**config.mk**
```make
export PLATFORM = sky130hd
export DESIGN_NAME = rss_ramp_start_sync
export DESIGN_NICKNAME = d
export VERILOG_FILES = /design/src/rtl/rss_pkg.sv /design/src/rtl/rss_ramp_start_sync.sv
export SDC_FILE = /design/constraint.sdc
export NUM_CORES = 1
export LEC_CHECK = 0
export BUFFER_PORTS_ARGS = -buffer_cell sky130_fd_sc_hd__buf_2
export CAP_MARGIN = 0
export CORE_MARGIN = 4
export CORE_UTILIZATION = 65
export CTS_CLUSTER_SIZE = 30
export DETAILED_ROUTE_END_ITERATION = 16
export PLACE_DENSITY = 0.91
export RECOVER_POWER = 100
export REMOVE_ABC_BUFFERS = 1
export SYNTH_ARGS = -nofsm -noshare
export SYNTH_HDL_FRONTEND = slang
export SYNTH_SLANG_ARGS = --single-unit
export TNS_END_PERCENT = 20
```
**constraint.sdc**
```tcl
create_clock -name core_clk -period 5.6 [get_ports core_clk]
set_clock_uncertainty 0.15 [all_clocks]
set_input_delay 0.84 -clock core_clk [delete_from_list [all_inputs] [get_ports core_clk]]
set_output_delay 0.84 -clock core_clk [all_outputs]
set_load 0.03 [all_outputs]
```
**src/rtl/rss_pkg.sv**
```systemverilog
// package: register map, field layout and types of the ramp start synchronizer
package rss_pkg;

  // ****************************************
  // register map
  // ****************************************
  localparam int unsigned ADDR_W = 7;
  localparam int unsigned DATA_W = 32;
  localparam logic [ADDR_W-1:0] ADDR_SYNC_CONFIG = 7'h02;
  localparam logic [ADDR_W-1:0] ADDR_PULSE_EXT   = 7'h11;
  localparam logic [ADDR_W-1:0] ADDR_LAUNCH_DLY  = 7'h13;
  localparam logic [ADDR_W-1:0] ADDR_TARGET_POS  = 7'h20;
  localparam logic [ADDR_W-1:0] ADDR_MAX_VEL     = 7'h21;
  localparam logic [ADDR_W-1:0] ADDR_RAMP_MODE   = 7'h22;
  localparam logic [ADDR_W-1:0] ADDR_GEAR        = 7'h23;
  localparam logic [ADDR_W-1:0] ADDR_SYNC_STATUS = 7'h24;

  // ****************************************
  // sync_unit_config fields
  // ****************************************
  localparam int unsigned NUM_DEFER    = 4;
  localparam int unsigned START_EN_LSB = 0;
  localparam int unsigned START_EN_W   = 5;
  localparam int unsigned SHADOW_BIT   = 4;
  localparam int unsigned TRIG_LSB     = 5;
  localparam int unsigned TRIG_W       = 4;
  localparam int unsigned POL_BIT      = 9;
  localparam int unsigned BYPASS_BIT   = 10;
  localparam int unsigned CFG_USED_W   = 11;

  // ****************************************
  // reset values and constants
  // ****************************************
  localparam logic [DATA_W-1:0] RST_ZERO = 32'h0000_0000;
  localparam logic [DATA_W-1:0] CNT_ONE  = 32'h0000_0001;

  typedef enum logic [0:0] {
    TMR_IDLE  = 1'b0,
    TMR_COUNT = 1'b1
  } rss_tmr_t;

endpackage

```
**src/rtl/rss_ramp_start_sync.sv**
```systemverilog
// ramp start synchronizer: trigger detection, launch delay, start pin and deferred writes
`timescale 1ns/1ps
module rss_ramp_start_sync import rss_pkg::*; (
  // clock and reset
  input  wire logic              core_clk,
  input  wire logic              arst_n,
  // register write port from the serial host
  input  wire logic              regWrEn,
  input  wire logic [ADDR_W-1:0] regWrAddr,
  input  wire logic [DATA_W-1:0] regWrData,
  // register read port
  input  wire logic              regRdEn,
  input  wire logic [ADDR_W-1:0] regRdAddr,
  output logic      [DATA_W-1:0] regRdData,
  output logic                   regRdValid,
  // internal trigger events, levels
  input  wire logic              targetHitEvent,
  input  wire logic              velocityHitEvent,
  input  wire logic              positionCompareEvent,
  // start pin, split
  input  wire logic              startPinIn,
  output logic                   startPinOut,
  output logic                   startPinOe,
  // active ramp parameters and start outputs
  output logic      [DATA_W-1:0] targetPosition,
  output logic      [DATA_W-1:0] maxVelocity,
  output logic      [DATA_W-1:0] rampProfileMode,
  output logic      [DATA_W-1:0] gearFactor,
  output logic                   startPulse,
  output logic                   shadowLoad
);

  // ****************************************
  // state
  // ****************************************
  typedef struct packed {
    logic [DATA_W-1:0]                   cfg;
    logic [DATA_W-1:0]                   pulseExt;
    logic [DATA_W-1:0]                   launchDly;
    logic [NUM_DEFER-1:0][DATA_W-1:0]    active;
    logic [NUM_DEFER-1:0][DATA_W-1:0]    pending;
    logic [NUM_DEFER-1:0]                pendFlag;
    rss_tmr_t                            tmr;
    logic [DATA_W-1:0]                   cnt;
    logic                                pinPrev;
    logic [TRIG_W-2:0]                   evtPrev;
    logic                                pinOn;
    logic [DATA_W-1:0]                   outCnt;
    logic                                pinLevel;
    logic                                launch;
    logic                                shadow;
    logic [DATA_W-1:0]                   rdData;
    logic                                rdValid;
  } rss_state_t;

  rss_state_t state_q;
  rss_state_t state_d;

  // ****************************************
  // decoded configuration
  // ****************************************
  logic [START_EN_W-1:0] startEn;
  logic [TRIG_W-1:0]     trigSel;
  logic                  polHigh;
  logic                  bypass;
  logic                  pinIsInput;
  logic                  pinIsOutput;
  logic                  pinActive;
  logic                  extTrig;
  logic                  intTrig;
  logic                  anyTrig;
  logic [TRIG_W-2:0]     evtNow;
  logic [ADDR_W-1:0]     deferAddr [NUM_DEFER];

  assign startEn     = state_q.cfg[START_EN_LSB +: START_EN_W];
  assign trigSel     = state_q.cfg[TRIG_LSB +: TRIG_W];
  assign polHigh     = state_q.cfg[POL_BIT];
  assign bypass      = state_q.cfg[BYPASS_BIT];
  assign pinIsInput  = trigSel[0];
  assign pinIsOutput = !trigSel[0] && (trigSel != '0);
  assign evtNow      = {positionCompareEvent, velocityHitEvent, targetHitEvent};
  assign deferAddr[0] = ADDR_TARGET_POS;
  assign deferAddr[1] = ADDR_MAX_VEL;
  assign deferAddr[2] = ADDR_RAMP_MODE;
  assign deferAddr[3] = ADDR_GEAR;

  // pin level mapped to active sense by one polarity bit
  assign pinActive = polHigh ? startPinIn : !startPinIn;
  // edges into the active state, never levels
  assign extTrig = pinIsInput && pinActive && !state_q.pinPrev;
  assign intTrig = |(trigSel[TRIG_W-1:1] & evtNow & ~state_q.evtPrev);
  assign anyTrig = extTrig || intTrig;

  // ****************************************
  // next state
  // ****************************************
  always_comb begin
    state_d        = state_q;
    state_d.launch = 1'b0;
    state_d.shadow = 1'b0;
    state_d.rdValid = 1'b0;
    state_d.pinPrev = pinActive;
    state_d.evtPrev = evtNow;

    // launch timer
    case (state_q.tmr)
      TMR_IDLE: begin
        if (anyTrig) begin
          // a delay of zero launches like a delay of one, so the counter never wraps
          if (state_q.launchDly <= CNT_ONE) begin
            state_d.launch = 1'b1;
          end else begin
            state_d.tmr = TMR_COUNT;
            state_d.cnt = state_q.launchDly - CNT_ONE;
          end
        end
      end
      TMR_COUNT: begin
        if (bypass && extTrig) begin
          state_d.launch = 1'b1;
          state_d.tmr    = TMR_IDLE;
        end else if (state_q.cnt == CNT_ONE) begin
          state_d.launch = 1'b1;
          state_d.tmr    = TMR_IDLE;
        end else begin
          state_d.cnt = state_q.cnt - CNT_ONE;
        end
      end
      default: state_d.tmr = TMR_IDLE;
    endcase
    // a bypassed pin trigger wins over any countdown and ends it, so that
    // one trigger never yields a second, late pulse
    if (bypass && extTrig) begin
      state_d.launch = 1'b1;
      state_d.tmr    = TMR_IDLE;
    end

    // shadow set load strobe
    state_d.shadow = state_q.launch && startEn[SHADOW_BIT];

    // start pin output stretch
    if (state_q.launch && pinIsOutput) begin
      state_d.pinOn  = 1'b1;
      state_d.outCnt = state_q.pulseExt;
    end else if (state_q.pinOn) begin
      if (state_q.outCnt == RST_ZERO) begin
        state_d.pinOn = 1'b0;
      end else begin
        state_d.outCnt = state_q.outCnt - CNT_ONE;
      end
    end

    // deferred parameters: transfer on start, then host write
    // the transfer comes first, so a write in the launch cycle stays pending
    for (int i = 0; i < NUM_DEFER; i++) begin
      if (state_q.launch && state_q.pendFlag[i]) begin
        state_d.active[i]   = state_q.pending[i];
        state_d.pendFlag[i] = 1'b0;
      end
      if (regWrEn && regWrAddr == deferAddr[i]) begin
        if (startEn[i]) begin
          state_d.pending[i]  = regWrData;
          state_d.pendFlag[i] = 1'b1;
        end else begin
          state_d.active[i] = regWrData;
        end
      end
    end

    // configuration writes
    if (regWrEn) begin
      if (regWrAddr == ADDR_SYNC_CONFIG) begin
        state_d.cfg = {{(DATA_W-CFG_USED_W){1'b0}}, regWrData[CFG_USED_W-1:0]};
      end else if (regWrAddr == ADDR_PULSE_EXT) begin
        state_d.pulseExt = regWrData;
      end else if (regWrAddr == ADDR_LAUNCH_DLY) begin
        state_d.launchDly = regWrData;
      end
    end

    // pin level follows the polarity held after this edge, so a polarity
    // write never leaves a stale level on the pin
    state_d.pinLevel = state_d.cfg[POL_BIT] ? state_d.pinOn : !state_d.pinOn;

    // register reads, answered one cycle later
    if (regRdEn) begin
      state_d.rdValid = 1'b1;
      if (regRdAddr == ADDR_SYNC_CONFIG) begin
        state_d.rdData = state_q.cfg;
      end else if (regRdAddr == ADDR_PULSE_EXT) begin
        state_d.rdData = state_q.pulseExt;
      end else if (regRdAddr == ADDR_LAUNCH_DLY) begin
        state_d.rdData = state_q.launchDly;
      end else if (regRdAddr == ADDR_TARGET_POS) begin
        state_d.rdData = state_q.active[0];
      end else if (regRdAddr == ADDR_MAX_VEL) begin
        state_d.rdData = state_q.active[1];
      end else if (regRdAddr == ADDR_RAMP_MODE) begin
        state_d.rdData = state_q.active[2];
      end else if (regRdAddr == ADDR_GEAR) begin
        state_d.rdData = state_q.active[3];
      end else if (regRdAddr == ADDR_SYNC_STATUS) begin
        state_d.rdData = {{(DATA_W-NUM_DEFER-2){1'b0}}, state_q.pinOn, state_q.tmr, state_q.pendFlag};
      end else begin
        state_d.rdData = RST_ZERO; // unmapped reads as zero
      end
    end
  end

  // ****************************************
  // state register
  // ****************************************
  always_ff @(posedge core_clk or negedge arst_n) begin
    if (!arst_n) begin
      state_q          <= '0;
      state_q.tmr      <= TMR_IDLE;
      state_q.pinLevel <= 1'b1; // idle high for the default low-active pin
    end else begin
      state_q <= state_d;
    end
  end

  // outputs
  assign regRdData       = state_q.rdData;
  assign regRdValid      = state_q.rdValid;
  assign startPinOut     = state_q.pinLevel;
  assign startPinOe      = pinIsOutput;
  assign targetPosition  = state_q.active[0];
  assign maxVelocity     = state_q.active[1];
  assign rampProfileMode = state_q.active[2];
  assign gearFactor      = state_q.active[3];
  assign startPulse      = state_q.launch;
  assign shadowLoad      = state_q.shadow;
endmodule // rss_ramp_start_sync

```
; ---- After elaboration in Yosys (flattened, before gate mapping)
; Index checks and enable logic that the tools add are counted.
[totals]
register_bits = 441
latch_bits = 0
ram_bits = 0
rom_bits = 0
inputBits = 54
output_inout_bits = 165
n_memories = 0
[classes]
addsub = 3
n_mul = 0
div_mod_pow = 0
n_lt_le_gt_ge = 1
n_eq_ne = 21
shifts = 0
mux = 58
n_bitwise = 6
reduce_logical = 32
[ops]
columns = op, count
row1 = $mux W32, 25
row2 = $mux W33, 4
row3 = $sub A32 B1 Y32 const B, 3
row4 = $mux W74, 1
row5 = $pmux W33 S2, 1
row6 = $mux W64, 1
row7 = $eq A7 B6 Y1 const B, 9
row8 = $eq A32 B1 Y1 const B, 1
row9 = $le A32 B1 Y1 const B, 1
row10 = $logic_not A32 Y1, 1
row11 = $eq A7 B5 Y1 const B, 4
row12 = $mux W1, 23
row13 = $eq A7 B2 Y1 const B, 2
row14 = $logic_and A1 B1 Y1, 14
row15 = $reduce_and A2 Y1, 6
row16 = $mux W10, 1
row17 = $ne A2 B2 Y1 const B, 5
row18 = $reduce_and A4 Y1, 2
row19 = $and A3 B3 Y3, 2
row20 = $mux W6, 1
row21 = $logic_not A1 Y1, 4
row22 = $reduce_bool A4 Y1, 1
row23 = $not A1 Y1, 3
row24 = $not A3 Y3, 1
row25 = other kinds (5), 5

; ---- Depth between registers and ports, before layout
; Gate-level depths: netlist of the first run.
[logic_depth]
ltp_word = 9
mapped_depth = 10

; ---- Worst setup path after synthesis of the first run
; Ideal clock, no wire load.
[synth_path]
kind = input to register
startpoint = in regWrAddr[3]
endpoint = reg state_q[144] (netlist name)
arrival_ps = 2814
t_required_ps = 5325
slack_ps = 2511
cell_stages = 7
path_buffers = 2
cell_sequence = or4b_1 or3b_1 clkbuf_1 nor2_1 nand3_1 clkbuf_1 mux2_2
[synth_via]
elab_chain_len = 3
[synth_rtl]
columns = item, line
row1 = from (decl), rss_ramp_start_sync.sv:9  ; input wire logic [ADDR_W-1:0] regWrAddr,
row2 = $eq A7 B6 Y1, rss_ramp_start_sync.sv:160  ; if (regWrEn && regWrAddr == deferAddr[i]) begin
row3 = $logic_and A1 B1 Y1, rss_ramp_start_sync.sv:160
row4 = $reduce_and A2 Y1 (no source line), -
row5 = to (signal assigned), rss_ramp_start_sync.sv:219  ; state_q <= state_d;
row6 = to (decl), rss_ramp_start_sync.sv:56  ; rss_state_t state_q;
; No other way between the ends.
; A chain may end at the register's enable or synchronous reset.

; ---- Final worst setup path of the first run
[layout_path]
startpoint = in regWrAddr[3]
endpoint = reg state_q[395] (netlist name)
[layout_via]
elab_chain_len = 3
word_cells_on_any_way = 6
classes_between = eq/ne: 3 / bitwise: 2 / reduce/logical: 1
[layout_rtl]
columns = item, line
row1 = $eq A7 B5 Y1 or $eq A7 B2 Y1 (tied branches), "rss_ramp_start_sync.sv:174, rss_ramp_start_sync.sv:172"
row2 = $not A1 Y1 (no source line), -
row3 = $reduce_and A4 Y1 (no source line) (*), -
; Every way passes the cells marked *; elsewhere a longest branch is shown, timed or not.

==> run_results.csv, run 1 <==
group,metric,value,unit
sta,max-slew-margin-rel,-132,%
pwr,p_per_area,391,nW/um^2
clock_network,cts_max_level,2,
final_layout,final_common_cell,"dfrtp_1",
synthesis,netlist_area,22700,sq um
die,core-area,34500,sq um
setup_path,critPathKind,"input pin to flip-flop",
sta,period_needed,4.58,ns
flow_run,drv_cap,11,
final_layout,diodes,0,
drt,postRouteAntennaNets,0,
sta,finalSetupTns,0,ns
final_layout,fin_cells,2575,
final_layout,nets,2146,
drt,vias_per_cell,6.94,
clock_network,cts_root_buf,"clkbuf_16",
synthesis,synth_ff_type,"dfrtp_1",
setup_path,crit_slowest_cell,"nor2_1",
place,place_inst,2493,
setup_path,max_stage_delay,2.53,ns
die,std_cell_rows,68,
synthesis,synthAdderAreaFrac,0.331,%
setup_path,cp.required,5.91,ns
synthesis,synth_area_leaders,"dfrtp_1, mux2_2, mux2i_1",
synthesis,yosys.area.top_type,"dfrtp_1",
die,pin_count,219,
drt,vias,17862,
synthesis,synth_edf_count,0,
sta,holdWs,0.243,ns
synthesis,synth_top_family_by_area,"multiplexers",
clock_network,clk_pin_slew,0.06,ns
sta,tightest_slew,3.47,ns
drt,wl_per_cell,26.0,um
final_layout,layout-drive-gt1-share,18.1,%
clock_network,cts_buffers,46,
drt,drtPass1Iterations,8,
clock_network,ctsLongestPathBuffers,3,
pwr,ir_drop,0.499,mV
sta,fmax,218,MHz
synthesis,async_flop_share,100,%
setup_path,end_kind,"flip-flop",
sta,finalSetupViolations,0,
synthesis,syn_inst,2104,
synthesis,synth-xor-area-share,2.09,%
drt,drc,0,
clock_network,post_cts_resized,0,
die,die_y,195,um
setup_path,path_max_fanout,35,
clock_network,cts_hold_buf,0,
final_layout,utilization,69.7,%
drt,wirelength,66900,um
final_layout,syn2layout_area_growth,5.98,%
global_routing,antenna_found_initial,0,
sta,finalCritPeriodShare,81.9,%
synthesis,ys_types,79,
drt,drt-initial-drc-count,2219,
clock_network,cts_tree,"done",
sta,grt_setup_unrepaired,"false",
synthesis,synth-simple-area-share,10.9,%
hold_path,hold_path_class,"input pin to flip-flop",
global_routing,grt_max_degree,120,
final_layout,nFillCells,2326,
synthesis,synth_top_area_share,48.6,%
setup_path,path_cells,"buf_2, or4b_1, nor2_1, nand2_1, nor2_1, mux2_2",
setup_path,arrival,4.89,ns
final_layout,layout_common_cells,"dfrtp_1, mux2_2, clkbuf_1",
global_routing,grt-ovfl-total,0,
sta,hold_violations,0,
synthesis,ys_seq_elements,441,
die,die-area,37900,sq um
clock_network,cts_setup_buffers,0,
outcome,outcome,"finished, violations left",
setup_path,start_kind,"input pin",
sta,slew_viol_final,427,
clock_network,clk_latency,0.58,ns
synthesis,avgSynthCellArea,10.8,sq um
global_routing,grt_pass1_vias,18243,
place,port_buffers,218,
setup_path,cp_common_cell,"nor2_1",
global_routing,grt_pass1_wl,104000,um
pwr,p_leak,11.7,nW
place,gp_congestion,0.960,
synthesis,synth_compound_area_share,11.3,%
synthesis,muxShareOfSynthArea,18.1,%
outcome,violations,"capacitance limit, slew limit",
global_routing,grt_usage,34.6,%
synthesis,ys_seq_area_share,48.7,%
place,dp_hpwl,42000,um
synthesis,yosys_warnings,0,
clock_network,cts_sinks,441,
die,die_w,195,um
die,start_util,65.8,%
-- through the flow --
| stage | setup WS (ns) | instance area [sq um] | power [mW] |
|---|---|---|---|
| finish | 1.02 | 24000 | 9.38 |
| global route | 0.897 | 24000 | 9.75 |
| CTS | 1.88 | 24400 | 9.41 |
| detailed placement | 1.33 | 22900 | 6.33 |
| global placement | 1.46 | 22900 | 6.26 |
| floorplan | 0.783 | 20900 | 5.52 |
-- layout make-up --
| cell class | count | area, sq um | area share, % |
|---|---|---|---|
| clock inverters | 15 | 178 | 0.740 |
| clock buffers | 67 | 1330 | 5.54 |
| flip-flops and latches | 441 | 11000 | 46.0 |
| inverters | 40 | 150 | 0.625 |
| multi-input cells | 1309 | 9650 | 40.2 |
| repair buffers | 248 | 1100 | 4.58 |
| well taps | 455 | 569 | 2.37 |
-- final timing paths --
path                                    startpoint                             to  slack, ns  cells past startpoint
setup / recovery                      regWrAddr[3]       state_q[395]$_DFFE_PN0P_       1.02                      6
hold / removal                    velocityHitEvent          state_q[70]$_DFF_PN0_       0.24                      1
setup reg to reg           state_q[84]$_DFFE_PN0P_        state_q[73]$_DFFE_PN0P_       1.50                      7
hold reg to reg            state_q[93]$_DFFE_PN0P_        state_q[93]$_DFFE_PN0P_       0.35                      1
max in group asynchronous                   arst_n       state_q[208]$_DFFE_PN0P_       2.42                      1
min in group asynchronous                   arst_n  rampProfileMode[27]$_DFF_PN0_       1.02                      1
-- layer usage --
metal  global-route usage (%)  up-vias  wire (um)
met3                     7.25      336       7090
met1                     44.9     8848      24200
met2                     55.3     1280      31400
met5                        0        -          0
li1                         -     7398          -
met4                     18.5        0       4170
-- cell usage after synthesis (4+ instances only) --
cell type and n:
o31ai_1 10, mux2i_1 146, nor2b_1 19, nand4_1 8, nor3_1 32, and2_1 4, a22o_1 21, ha_1 6
xor2_1 22, buf_2 7, or3_1 18, nand2b_1 6, or4_1 12, dfrtp_1 440, nand3_1 42, xnor2_1 32
o221ai_1 19, nor2_1 96, a222oi_1 24, mux2_2 218, clkbuf_1 143, mux4_2 8, inv_1 39, o22ai_1 14
a21o_1 5, nand3b_1 10, o21ai_0 145, nor4_1 29, nand2_1 176, nand4b_1 7, or4_4 4, a221o_1 18
o32ai_1 15, buf_4 160, nor3b_1 4, a31oi_1 9, o21ai_1 8, a221oi_1 4, a21oi_1 59, o211ai_1 6
-- state kept, by name (all words and copies together) (netlist names), 5 cells and up --
signal and cells:
gearFactor 32, rampProfileMode 32, regRdData 32, targetPosition 32, state_q 269, maxVelocity 32
startEn 5
-- cells by family (layout without fill, tap and decap cells) --
| kind of cell | after synthesis | count (layout) |
|---|---|---|
| buf+inv | 354 | 370 |
| flops | 441 | 441 |
| fa+ha+maj | 6 | 6 |
| xor+xnor | 54 | 54 |
| simple gates | 491 | 491 |
| compound gates | 386 | 386 |
| mux | 372 | 372 |
-- worst max-delay path, delay by kind of cell --
kind	cells	cell delay [ns]
buffers and inverters	1	0.09
muxes	1	0.50
and+or+nand+nor	4	3.44
-- where the power goes --
part / internal [mW] / switching (mW) / total (mW)
combinational: 0.759 / 1.66 / 2.42
sequential: 3.48 / 0.393 / 3.87
clock: 1.76 / 1.32 / 3.08
No activity file was read; power rests on OpenSTA's default activity.
==> run 2, diff against run 1 <==
CORE_UTILIZATION = 54   (was 65)
PLACE_DENSITY = 0.82   (was 0.91)
clock period = 3.9 ns   (was 5.6 ns; I/O delays follow)
==> run_results.csv, run 2 (synthesized netlist as in run 1, its figures left out) <==
group,metric,value,unit
outcome,outcome,"finished, violations left",
outcome,violations,"capacitance limit, slew limit",
die,core-area,41100,sq um
die,std_cell_rows,74,
global_routing,grt_max_degree,118,
drt,drc,0,
final_layout,largest_reg_flops,269,
place,placed_area,23100,sq um
sta,finalSetupViolations,0,
setup_path,end_kind,"flip-flop",
sta,holdWs,0.0203,ns
clock_network,cts_sinks,441,
final_layout,fin_area,24200,sq um
pwr,power.total,13.3,mW
die,die-area,45300,sq um
final_layout,final_common_cell,"dfrtp_1",
setup_path,start_kind,"input pin",
sta,fmax,292,MHz
sta,slew_viol_final,219,
global_routing,grt_usage,28.3,%
sta,max-slew-margin-rel,-47.6,%
die,die_w,213,um
die,start_util,55.1,%
drt,drt-initial-drc-count,1788,
clock_network,cts_buffers,45,
place,gp_congestion,0.941,
drt,drtPass1Iterations,7,
drt,wirelength_met1,26000,um
sta,finalSetupTns,0,ns
drt,wl_per_cell,24.2,um
global_routing,grt_pass1_wl,101000,um
setup_path,max_stage_delay,1.01,ns
place,port_buffers,218,
drt,vias_per_cell,6.40,
pwr,p_per_area,550,nW/um^2
clock_network,clk_pin_slew,0.06,ns
drt,vias,17098,
setup_path,crit_slowest_cell,"clkbuf_1",
place,pre_cts_ws,0.660,ns
setup_path,path_cells,"clkbuf_1, or4b_2, nor3b_4, nor2b_1, clkbuf_1, a221o_1, a21oi_1, o32ai_1",
clock_network,cts_setup_buffers,0,
clock_network,post_cts_resized,0,
pwr,p_leak,11.7,nW
final_layout,layout-drive-gt1-share,18.7,%
die,die_y,213,um
final_layout,syn2layout_area_growth,6.86,%
drt,wirelength,64700,um
hold_path,hold_path_class,"input pin to flip-flop",
setup_path,cp.required,4.19,ns
final_layout,regMostFlops,"state_q",
global_routing,grt-ovfl-total,0,
sta,grt_setup_unrepaired,"false",
sta,hold_violations,0,
place,dp_hpwl,43400,um
die,pin_count,219,
sta,tightest_slew,2.21,ns
global_routing,grt_pass1_vias,17437,
final_layout,layout_common_cells,"dfrtp_1, mux2_2, clkbuf_1",
sta,fin_ws,0.478,ns
setup_path,path_max_fanout,19,
final_layout,nets,2168,
clock_network,cts_tree,"done",
clock_network,cts_hold_buf,2,
drt,highest-signal-layer,"met4",
global_routing,antenna_found_initial,0,
pwr,ir_drop,0.509,mV
drt,wl_met2,31400,um
setup_path,critPathKind,"input pin to flip-flop",
flow_run,drv_cap,4,
clock_network,ctsLongestPathBuffers,3,
sta,period_needed,3.42,ns
clock_network,cts_root_buf,"clkbuf_16",
setup_path,cp_common_cell,"clkbuf_1",
clock_network,cts_max_level,2,
final_layout,diodes,0,
sta,finalCritPeriodShare,87.8,%
drt,postRouteAntennaNets,0,
clock_network,clk_latency,0.56,ns
drt,route.met3.wl,5020,um
setup_path,arrival,3.72,ns
==> run 2: cell types whose count changed in the layout (fill, tap and decap cells not counted), moves of 2 or more <==
cell	previous run	this run
buf_4	15	28
clkbuf_2	3	9
clkbuf_8	10	5
clkbuf_1	191	195
clkinv_2	3	7
inv_6	4	1
dlygate4sd3_1	0	2
mux2_1	4	2
mux2_2	214	216
==> run 2: final cells by class <==
type / instances / area, sq um
inverters: 40 / 150
clock buffers: 65 / 1290
flip-flops and latches: 441 / 11000
fillers: 3420 / 16900
well taps: 532 / 666
repair buffers: 271 / 1250
clock inverters: 14 / 158
multi-input cells: 1309 / 9660
==> run 2: power by group <==
group	switching, mW	leakage, nW	internal, mW	total, mW
Clock	1.82	0.709	2.50	4.32
Sequential	0.508	6.02	5.00	5.51
Combinational	2.36	5.00	1.13	3.49
Total	4.69	11.7	8.63	13.3
==> run 2: path summary, 6_finish.rpt <==
check	start	endpoint	slack [ns]	cells past startpoint
setup / recovery	regRdAddr[4]	regRdData[28]$_DFFE_PN0P_	0.48	8
hold / removal	velocityHitEvent	state_q[70]$_DFF_PN0_	0.02	1
setup reg to reg	state_q[92]$_DFFE_PN0P_	state_q[80]$_DFFE_PN0P_	0.56	7
hold reg to reg	state_q[205]$_DFFE_PN0P_	state_q[205]$_DFFE_PN0P_	0.35	1
max in group asynchronous	arst_n	rampProfileMode[14]$_DFF_PN0_	0.89	3
min in group asynchronous	arst_n	gearFactor[8]$_DFF_PN0_	0.40	2
==> run 2: metrics by stage <==
step | util (%) | cells
finish | 58.9 | 2672
CTS | 59.9 | 2672
global route | 58.9 | 2672
detailed placement | 56.3 | 2591
floorplan | - | 1790
global placement | 56.3 | 2591
==> run 2: worst max-delay path: cells and delay by family <==
kind            cells  cell delay (ns)
compound gates      3             0.65
simple gates        3             1.31
buf+inv             2             1.14
==> run 2: metal layers <==
| metal | track usage (%) | vias to the layer above |
|---|---|---|
| met2 | 46.0 | 810 |
| met5 | 0 | - |
| met1 | 37.8 | 8696 |
| met3 | 5.98 | 164 |
| met4 | 10.7 | 0 |
| li1 | - | 7428 |
==> run 3, diff against run 2 <==
CORE_MARGIN = default   (was 4)
CTS_CLUSTER_SIZE = default   (was 30)
==> run_results.csv, run 3 (synthesized netlist as in run 1, its figures left out) <==
group,metric,value,unit
outcome,outcome,"finished, violations left",
outcome,violations,"DRC, capacitance limit, slew limit",
clock_network,post_cts_resized,0,
die,pin_count,219,
clock_network,clk_latency,0.60,ns
drt,drtPass1Iterations,14,
hold_path,worstHoldEndpoint,"gearFactor[11]$_DFF_PN0_",
pwr,p_leak,11.8,nW
setup_path,path_cells,"clkbuf_1, clkbuf_1, buf_4, nor4_1, a222oi_1, a31oi_1",
clock_network,cts_buffers,47,
pwr,ir_drop,0.345,mV
setup_path,path_max_fanout,31,
sta,hold_violations,0,
die,die_w,207,um
global_routing,grt_pass1_wl,99600,um
flow_run,drv_cap,4,
place,gp_congestion,0.955,
drt,vias,17165,
global_routing,grt_util_met2,46.9,%
clock_network,cts_sinks,441,
hold_path,hold_path_class,"input pin to flip-flop",
die,die_y,207,um
drt,drt-initial-drc-count,1741,
pwr,pwr-share-seq,40.6,%
global_routing,grtUsageMet3,6.70,%
final_layout,largest_reg_flops,269,
setup_path,start_kind,"input pin",
drt,drc,4,
setup_path,critPathKind,"input pin to flip-flop",
clock_network,clk_pin_slew,0.06,ns
die,std_cell_rows,74,
setup_path,max_stage_delay,1.54,ns
global_routing,antenna_found_initial,2,
setup_path,cp_common_cell,"clkbuf_1",
setup_path,end_kind,"flip-flop",
pwr,p_comb_share,25.6,%
sta,holdWs,0.175,ns
pwr,clkPwrFrac,33.8,%
sta,grt_setup_unrepaired,"false",
pwr,swShare,34.6,%
final_layout,fin_area,24400,sq um
final_layout,layout-drive-gt1-share,18.9,%
final_layout,nets,2178,
sta,finalCritPeriodShare,89.7,%
global_routing,top_usage_layer,"met2",
clock_network,cts_max_level,2,
sta,fmax,286,MHz
drt,wirelength,64500,um
clock_network,cts_setup_buffers,0,
clock_network,ctsLongestPathBuffers,3,
final_layout,regMostFlops,"state_q",
global_routing,grt-ovfl-total,0,
place,placed_area,23200,sq um
clock_network,cts_tree,"done",
setup_path,r2r_start,"state_q[390]$_DFFE_PN0P_",
hold_path,holdCritStartpoint,"regWrData[11]",
setup_path,arrival,3.78,ns
sta,max-slew-margin-rel,-54.3,%
final_layout,final_common_cell,"dfrtp_1",
final_layout,layout_common_cells,"dfrtp_1, mux2_2, clkbuf_1",
clock_network,cts_root_buf,"clkbuf_16",
sta,slew_viol_final,111,
pwr,p_per_area,555,nW/um^2
place,dp_hpwl,42800,um
place,pre_cts_ws,0.574,ns
die,die-area,42800,sq um
pwr,p_sw,4.69,mW
sta,fin_ws,0.403,ns
setup_path,r2r_slack,0.52,ns
drt,vias_per_cell,6.40,
clock_network,cts_hold_buf,4,
global_routing,met1_usage,42.1,%
setup_path,crit_slowest_cell,"clkbuf_1",
global_routing,grt_pass1_vias,17011,
die,core-area,41100,sq um
global_routing,grt_max_degree,100,
drt,wl_per_cell,24.1,um
final_layout,utilization,59.3,%
sta,tightest_slew,2.31,ns
sta,finalSetupViolations,0,
sta,period_needed,3.50,ns
die,start_util,55.1,%
setup_path,reg2regPathDepth,8,
place,port_buffers,218,
final_layout,nFillCells,3415,
setup_path,r2r_end,"state_q[97]$_DFFE_PN0P_",
final_layout,syn2layout_area_growth,7.65,%
drt,postRouteAntennaNets,0,
pwr,internal_power,8.86,mW
global_routing,grt_usage,30.6,%
sta,finalSetupTns,0,ns
hold_path,hold_depth,3,
setup_path,cp.required,4.19,ns
## run 3: area by class of cell
type / instances / area, sq um / area share, %
Tap cell: 532 / 666 / 2.73
Multi-Input combinational cell: 1309 / 9680 / 39.7
Clock buffer: 68 / 1390 / 5.68
Timing Repair Buffer: 279 / 1290 / 5.31
Sequential cell: 441 / 11000 / 45.2
Inverter: 40 / 150 / 0.616
Antenna cell: 1 / 2.50 / 0.0103
Clock inverter: 11 / 173 / 0.708
## run 3: stage by stage
stage	total power, mW	std cells
6_report	13.5	2681
5_1_grt	14.1	2680
4_1_cts	13.8	2680
3_5_place_dp	9.22	2597
3_3_place_gp	9.14	2597
2_1_floorplan	7.93	1790
## run 3: worst max path at each step
stage | start | to | slack (ns) | cells past startpoint
CTS | state_q[392]$_DFFE_PN0P_ | state_q[90]$_DFFE_PN0P_ | 0.91 | 6
global route | regRdAddr[1] | regRdData[1]$_DFFE_PN0P_ | 0.39 | 6
finish | regRdAddr[1] | regRdData[1]$_DFFE_PN0P_ | 0.40 | 6
floorplan | regWrAddr[3] | rampProfileMode[0]$_DFF_PN0_ | -0.66 | 4
detailed placement | regWrAddr[3] | state_q[141]$_DFFE_PN0P_ | 0.57 | 7
global placement | regWrAddr[3] | state_q[141]$_DFFE_PN0P_ | 0.69 | 7
## run 3: worst max-delay path: cells and delay by family
family	cells	cell delay, ns
AO/OA/AOI/OAI	2	0.75
buffers and inverters	3	2.22
AND/OR/NAND/NOR	1	0.19
## run 3: power groups by stage
stage / sequential, mW / combinational, mW / clock [mW]
detailed placement: 5.55 / 3.67 / 0
CTS: 5.48 / 3.68 / 4.61
finish: 5.50 / 3.47 / 4.58
floorplan: 5.69 / 2.24 / 0
global route: 5.55 / 3.78 / 4.78
global placement: 5.54 / 3.60 / 0
## run 3: routing by layer
metal / share of wire (%) / wire length [um]
met3: 8.4 / 5440
met1: 41 / 26200
met2: 47 / 30400
met5: 0.034 / 22
met4: 3.8 / 2450
